$ cat config.mk
export PLATFORM = sky130hd
export DESIGN_NAME = cmo_regs
export DESIGN_NICKNAME = d
export VERILOG_FILES = /design/src/cmo_pkg.sv /design/src/cmo_regs.sv
export SDC_FILE = /design/constraint.sdc
export NUM_CORES = 1
export LEC_CHECK = 0
export BUFFER_PORTS_ARGS = -buffer_cell sky130_fd_sc_hd__buf_2
export CAP_MARGIN = 25
export CORE_MARGIN = 8
export CORE_UTILIZATION = 40
export CTS_CLUSTER_SIZE = 14
export DETAILED_ROUTE_END_ITERATION = 8
export GPL_TIMING_DRIVEN = 0
export PLACE_DENSITY_LB_ADDON = 0.3
export SLEW_MARGIN = 0
export SYNTH_ARGS = -nofsm -noshare
export SYNTH_HDL_FRONTEND = slang
export SYNTH_SLANG_ARGS = --single-unit
$ cat constraint.sdc
create_clock -name sys_clk -period 4.74 [get_ports sys_clk]
set_input_delay 0.237 -clock sys_clk [delete_from_list [all_inputs] [get_ports sys_clk]]
set_output_delay 0.237 -clock sys_clk [all_outputs]
set_load 0.01 [all_outputs]
$ cat src/cmo_pkg.sv
package cmo_pkg;
  // register command codes
  localparam logic [7:0] CMO_ADDR_IIN_CMP = 8'h25;
  localparam logic [7:0] CMO_ADDR_SYS_BAT = 8'h26;
  localparam logic [7:0] CMO_ADDR_OPT1 = 8'h30;
  // option register upper byte reset value, low byte held elsewhere
  localparam logic [15:0] CMO_OPT1_RESET = 16'h3300;
  // field positions in the option register
  localparam int CMO_BIT_BATTERY_CURRENT_MONITOR_OUT_EN = 15;
  localparam int CMO_BIT_HOT_LPWR = 14;
  localparam int CMO_BIT_SYSTEM_POWER_MONITOR_OUT_LO = 12;
  localparam int CMO_BIT_RAC = 11;
  localparam int CMO_BIT_RSR = 10;
  localparam int CMO_BIT_RATIO = 9;
  localparam int CMO_BIT_FAST = 8;
  // sensing select encodings
  localparam logic [1:0] CMO_SYSTEM_POWER_MONITOR_OUT_SUM = 2'h0;
  localparam logic [1:0] CMO_SYSTEM_POWER_MONITOR_OUT_BUS = 2'h1;
  localparam logic [1:0] CMO_SYSTEM_POWER_MONITOR_OUT_RSVD = 2'h2;
  localparam logic [1:0] CMO_SYSTEM_POWER_MONITOR_OUT_OFF = 2'h3;
  // result scaling
  localparam logic [15:0] CMO_V_STEP_MV = 16'h0040;
  localparam logic [15:0] CMO_V_BASE_MV = 16'h0b40;
  localparam logic [15:0] CMO_IIN_STEP10_MA = 16'h0032;
  localparam logic [15:0] CMO_IIN_STEP5_MA = 16'h0064;
  // host limit ceilings in 100 mA codes under 5 milliohm sensing
  localparam logic [6:0] CMO_LIMIT_FAST_MAX = 7'h40;
  localparam logic [6:0] CMO_LIMIT_SLOW_MAX = 7'h64;

  // decoded option fields
  typedef struct packed {
    logic battery_current_buffer_enable;
    logic low_power_hot_alert_enable;
    logic [1:0] system_power_sense_select;
    logic input_sense_resistor_select;
    logic charge_sense_resistor_select;
    logic system_power_gain_select;
    logic fast_compensation_enable;
  } cmo_opt_s;

  // one conversion sample from the converter
  typedef struct packed {
    logic [7:0] input_current;
    logic [7:0] comparator_input;
    logic [7:0] system_voltage;
    logic [7:0] battery_voltage;
  } cmo_conv_s;
endpackage

$ cat src/cmo_regs.sv
// How it works
// - input current high byte, comparator low byte
// - system voltage high byte, battery low byte
// - voltages 64 mV steps from 2.88 V
// - input current 50 or 100 mA per step
// - bit 15 battery buffer, off in low power
// - bit 14 low power hot alert enable
// - bits 13-12 power sensing select, reset off
// - low power forces power sensing off
// - bit 10 charge resistor, 0 is 10 milliohm
// - bit 9 power gain, 1 is 1 uA/W
// - fast bit with bit 11 set drops host limit writes above 6.4 A
// - fast bit clear allows limit to 10 A
`timescale 1ns/100ps
`default_nettype none
module cmo_regs
  import cmo_pkg::*;
#(
  parameter int LIMIT_W = 7
) (
  input wire logic sys_clk,
  input wire logic rst,
  input wire logic [7:0] reg_addr,
  input wire logic reg_wr,
  input wire logic [15:0] reg_wdata,
  input wire logic reg_rd,
  output logic [15:0] reg_rd_data,
  output logic reg_rd_valid,
  input wire logic conv_valid,
  input wire cmo_conv_s conv_data,
  input wire logic low_power_mode,
  input wire logic limit_wr,
  input wire logic [LIMIT_W-1:0] limit_wdata,
  output logic [LIMIT_W-1:0] host_input_current_limit,
  output cmo_opt_s opt_fields,
  output logic battery_current_monitor_out,
  output logic system_power_monitor_out,
  output logic [1:0] system_power_sense_effective,
  output logic [15:0] input_current_ma,
  output logic [15:0] system_voltage_mv,
  output logic [15:0] battery_voltage_mv
);

  // the clamp comparisons need at least the 100-code range
  if (LIMIT_W < 7 || LIMIT_W > 16) begin : g_width_check
    $error("cmo_regs: LIMIT_W must lie in 7..16");
  end

  // code to millivolts, shared by both voltage results
  function automatic logic [15:0] volt_mv(input logic [7:0] code);
    volt_mv = CMO_V_BASE_MV + 16'({8'h00, code} * CMO_V_STEP_MV);
  endfunction

  cmo_conv_s conv_reg; // last conversion sample
  logic [7:0] opt1_reg; // upper byte of option register
  logic [LIMIT_W-1:0] limit_reg; // accepted host limit
  logic [15:0] rd_data_reg; // read answer
  logic rd_valid_reg; // read answer strobe
  logic [15:0] iin_ma_reg; // scaled input current
  logic [15:0] system_voltage_mv_reg; // scaled system voltage
  logic [15:0] vbat_mv_reg; // scaled battery voltage
  logic wr_opt; // write hits the option register
  logic [LIMIT_W-1:0] limit_max; // current ceiling, 5 milliohm only
  logic limit_ok; // write inside the ceiling

  assign wr_opt = reg_wr && (reg_addr == CMO_ADDR_OPT1);

  // result bytes follow conversions only; bus writes never reach them
  always_ff @(posedge sys_clk) begin
    if (rst) begin
      conv_reg <= '0;
    end else if (conv_valid) begin
      conv_reg <= conv_data;
    end
  end

  // option upper byte; low byte lives in another block
  always_ff @(posedge sys_clk) begin
    if (rst) begin
      opt1_reg <= CMO_OPT1_RESET[15:8];
    end else if (wr_opt) begin
      opt1_reg <= reg_wdata[15:8];
    end
  end

  // field unpack
  always_comb begin
    opt_fields.battery_current_buffer_enable = opt1_reg[CMO_BIT_BATTERY_CURRENT_MONITOR_OUT_EN-8];
    opt_fields.low_power_hot_alert_enable = opt1_reg[CMO_BIT_HOT_LPWR-8];
    opt_fields.system_power_sense_select = opt1_reg[CMO_BIT_SYSTEM_POWER_MONITOR_OUT_LO-8 +: 2];
    opt_fields.input_sense_resistor_select = opt1_reg[CMO_BIT_RAC-8];
    opt_fields.charge_sense_resistor_select = opt1_reg[CMO_BIT_RSR-8];
    opt_fields.system_power_gain_select = opt1_reg[CMO_BIT_RATIO-8];
    opt_fields.fast_compensation_enable = opt1_reg[CMO_BIT_FAST-8];
  end

  // buffers are gated by low power whatever the bits hold
  always_comb begin
    battery_current_monitor_out = opt_fields.battery_current_buffer_enable && !low_power_mode;
    if (low_power_mode) begin
      system_power_sense_effective = CMO_SYSTEM_POWER_MONITOR_OUT_OFF;
    end else begin
      system_power_sense_effective = opt_fields.system_power_sense_select;
    end
    // reserved code treated as off, safest for quiescent current
    system_power_monitor_out = (system_power_sense_effective == CMO_SYSTEM_POWER_MONITOR_OUT_SUM)
      || (system_power_sense_effective == CMO_SYSTEM_POWER_MONITOR_OUT_BUS);
  end

  // ceiling depends on fast compensation; 10 milliohm range (bit 11 clear) takes any code, no ceiling
  always_comb begin
    if (opt_fields.fast_compensation_enable) begin
      limit_max = LIMIT_W'(CMO_LIMIT_FAST_MAX);
    end else begin
      limit_max = LIMIT_W'(CMO_LIMIT_SLOW_MAX);
    end
    limit_ok = !opt_fields.input_sense_resistor_select || (limit_wdata <= limit_max);
  end

  // over-ceiling writes are dropped, old value kept
  always_ff @(posedge sys_clk) begin
    if (rst) begin
      limit_reg <= '0;
    end else if (limit_wr && limit_ok) begin
      limit_reg <= limit_wdata;
    end
  end
  assign host_input_current_limit = limit_reg;

  // scaled results; rescale follows the resistor bit one cycle after the bit changes
  always_ff @(posedge sys_clk) begin
    if (rst) begin
      iin_ma_reg <= '0;
      system_voltage_mv_reg <= '0;
      vbat_mv_reg <= '0;
    end else begin
      if (opt_fields.input_sense_resistor_select) begin
        iin_ma_reg <= 16'({8'h00, conv_reg.input_current} * CMO_IIN_STEP5_MA);
      end else begin
        iin_ma_reg <= 16'({8'h00, conv_reg.input_current} * CMO_IIN_STEP10_MA);
      end
      system_voltage_mv_reg <= volt_mv(conv_reg.system_voltage);
      vbat_mv_reg <= volt_mv(conv_reg.battery_voltage);
    end
  end
  assign input_current_ma = iin_ma_reg;
  assign system_voltage_mv = system_voltage_mv_reg;
  assign battery_voltage_mv = vbat_mv_reg;

  // read answer one cycle after the strobe; unmapped reads zero
  always_ff @(posedge sys_clk) begin
    if (rst) begin
      rd_data_reg <= '0;
      rd_valid_reg <= 1'b0;
    end else begin
      rd_valid_reg <= reg_rd;
      if (reg_rd) begin
        case (reg_addr)
          CMO_ADDR_IIN_CMP: rd_data_reg <= {conv_reg.input_current, conv_reg.comparator_input};
          CMO_ADDR_SYS_BAT: rd_data_reg <= {conv_reg.system_voltage, conv_reg.battery_voltage};
          CMO_ADDR_OPT1: rd_data_reg <= {opt1_reg, 8'h00};
          default: rd_data_reg <= '0;
        endcase
      end
    end
  end
  assign reg_rd_data = rd_data_reg;
  assign reg_rd_valid = rd_valid_reg;
endmodule // cmo_regs
`default_nettype wire

==> results.yml <==
floorplan:
  dieArea_um2: 15440
  ioPinCount: 154
  fp-row-count: 39
  fp.dieH_um: 124.3
  dieWidth_um: 124.3
  coreArea_um2: 11420
  start_util_pct: 41.07
power:
  finalPower_w: 0.001890
  powerDensity_nw_per_um2: 321.9
  p_leak_nw: 2.888
  peakVddDrop_v: 0.0002160
worst_setup_path:
  crit_chain: "ha_1, ha_1, inv_1, fa_1, inv_1, ha_1, and3_1, o21a_1, or4_1, nand4_1"
  worst_r2r_endpoint: "input_current_ma[13]"
  r2r_slack_ns: 1.60
  cp-endpoint: "input_current_ma[13]"
  critical_path_class: "flip-flop to flip-flop"
  critical_path_arrival_ns: 3.42
  crit_slowest_cell: "or4_1"
  startpoint_type: "flip-flop"
  slowest_delay_ns: 0.51
  cp.required_ns: 5.02
  cp-startpoint: "conv_reg[28]"
  path_common_cell: "ha_1"
  critical_path_cell_count: 10
  rr_worst_depth: 10
  crit_family: "adder cells"
  end_kind: "flip-flop"
  cp.buffers_inverters: 2
  critPathMaxFanout: 6
  reg2reg_from: "conv_reg[28]"
synthesis:
  synth_edf_count: 0
  synth_adder_area_share_pct: 9.819
  synth_cell_types: 51
  synth_mux_area_share_pct: 10.46
  synth_ff_type: "dfxtp_1"
  synth.largest_area_cell: "dfxtp_1"
  synth_top_family_by_area: "simple AND/OR/NAND/NOR gates"
  synth_xor_area_share_pct: 1.307
  yosysWarningCount: 0
  postSynth.asyncResetShare_pct: 0
  syn_inst: 492
  synth_common_cells: "dfxtp_1 (96), nor2_1 (57), mux2i_1 (49)"
  yosysMostFrequentCell: "dfxtp_1"
  synth_compound_area_share_pct: 13.47
  post_synth_and_or_nand_nor_area_fraction_pct: 17.16
  yosysSeqAreaShare_pct: 40.98
  ys_seq_elements: 96
  netlist_top_cells_area: "dfxtp_1 (41%), mux2i_1 (10%), ha_1 (8.5%)"
  synth_top_area_share_pct: 40.98
  syn_avg_cell_area_um2: 9.532
  syn-cell-area_um2: 4689
sta:
  tns_ns: 0
  maxSlewHeadroom_pct: 54.61
  setup_viol: 0
  final_hold_viol_count: 0
  setup_ws_ns: 1.600
  rsz0062_at_grt: "no"
  holdWs_ns: 0.1077
  finalCritPeriodShare_pct: 66.24
  skew_ns: 0.006029
  maxSlewViolCount: 0
  clock.fmax_mhz: 318.5
  min_period_ns: 3.140
  worst_pin_slew_ns: 0.6808
routing:
  wirelength_mm: 13.33
  drt_iter0_drc: 305
  ant_nets: 0
  post_drt_wl_per_cell_um: 16.77
  vias: 4054
  first_pass_iters: 5
  via_per_inst: 5.099
  drc_errors: 0
clock_tree:
  cts.htree.levels: 3
  cts_hold_buf: 0
  cts_sinks: 96
  cts.repair.resized: 0
  clk_latency_ns: 0.35
  clkTransAtPathRegs_ns: 0.06
  cts_tree: "done"
  cts_max_path_buffers: 2
  numCtsBuffers: 9
  post_cts_buffers: 0
  cts_root_buffer: "clkbuf_16"
final_layout:
  drive_above_1_share_pct: 28.57
  regArea_um2: 1922
  largest_reg_flops: 32
  syn_to_final_growth_pct: 25.24
  multi_input_comb_area_um2: 2509
  nets: 751
  fill_cells: 1108
global_route:
  grt_max_degree: 17
  overflow: 0
  grt_util_all_layers_pct: 16.79
  grt_pass1_wl_mm: 21.05
  antenna_found_initial: 1
  grt_pass1_vias: 4202
status:
  status: "finished clean"
min_path:
  min_path_type: "input port to flip-flop"
placement:
  place_hpwl_mm: 10.54
  pre_cts_ws_ns: 1.639
  port-buffer-count: 128
  gp_congestion: 0.9029
run:
  drv_cap: 0
==> worst reg2reg max path, cell delays in order, from the launching register on <==
cell,delay [ns]
dfxtp_1,0.47
ha_1,0.29
ha_1,0.28
inv_1,0.05
fa_1,0.50
inv_1,0.04
ha_1,0.34
and3_1,0.22
o21a_1,0.24
or4_1,0.51
nand4_1,0.13
==> layout make-up <==
class	instances	share of cell area (%)
clock buffers	11	4.133
well taps	143	3.046
inverters	14	0.8948
repair buffers	128	10.91
clock inverters	5	1.065
flip-flops and latches	96	32.72
diodes	1	0.04261
multi-input cells	354	42.71
plain buffers	43	4.474
==> where the power goes <==
group | switching [W] | internal (W)
logic | 0.000150 | 0.000122
registers | 0.0000275 | 0.000848
clock network | 0.000316 | 0.000427
==> placed cells by master (no fill, tap or decap), types with 3 or more instances in the layout <==
master / count
mux2i_1: 49
o211ai_1: 3
buf_1: 4
nor3_1: 10
a211oi_1: 3
nand2_1: 28
buf_2: 136
or3_1: 4
dfxtp_1: 96
nor2b_1: 4
clkbuf_16: 9
o21ai_2: 10
nand4b_1: 4
nand2b_1: 16
and3_1: 4
nand3_1: 6
ha_1: 32
inv_1: 14
a21oi_1: 20
fa_1: 3
a2bb2oi_1: 7
buf_4: 16
o21a_1: 3
conb_1: 16
a21o_1: 5
nor2_1: 57
clkbuf_1: 13
xnor2_1: 4
o21ai_0: 19
or4_1: 5
a22oi_1: 15
xor2_1: 3
==> routing by layer <==
| metal | vias to the layer above | GRT usage [%] | part of all wire [%] |
|---|---|---|---|
| met5 | - | 0 | 0 |
| li1 | 2013 | - | - |
| met3 | 13 | 5.745 | 7.0 |
| met1 | 1895 | 19.60 | 44 |
| met2 | 133 | 28.27 | 47 |
| met4 | 0 | 5.174 | 1.6 |
==> how the worst min path moves through the flow <==
stage | start | end | slack (ns) | cells after the start
floorplan | rst | reg_rd_valid | 0.35 | 1
global placement | reg_rd_data[14] | reg_rd_data[14] | 0.44 | 2
detailed placement | reg_rd_data[14] | reg_rd_data[14] | 0.44 | 2
CTS | reg_wdata[13] | opt_fields[5] | 0.1 | 3
global route | reg_wdata[8] | opt_fields[0] | 0.11 | 3
finish | reg_wdata[13] | opt_fields[5] | 0.11 | 3
==> logic make-up (layout without fill, tap and decap cells) <==
logic type / Yosys count / count (layout)
muxes: 49 / 49
DFF: 96 / 96
and+or+nand+nor: 155 / 155
other: 1 / 17
AOI/OAI and AO/OA: 92 / 92
xor gates and xnor gates: 7 / 7
adders and majority gates: 35 / 35
buffers and inverters: 57 / 201
==> through the flow <==
stage	util (%)	cells	cell area (µm²)
floorplan	-	507	4746
global placement	48.74	778	5565
detailed placement	48.74	778	5565
CTS	51.41	794	5871
global route	51.44	795	5873
finish	51.44	795	5873
(Power assumes the default switching activity.)
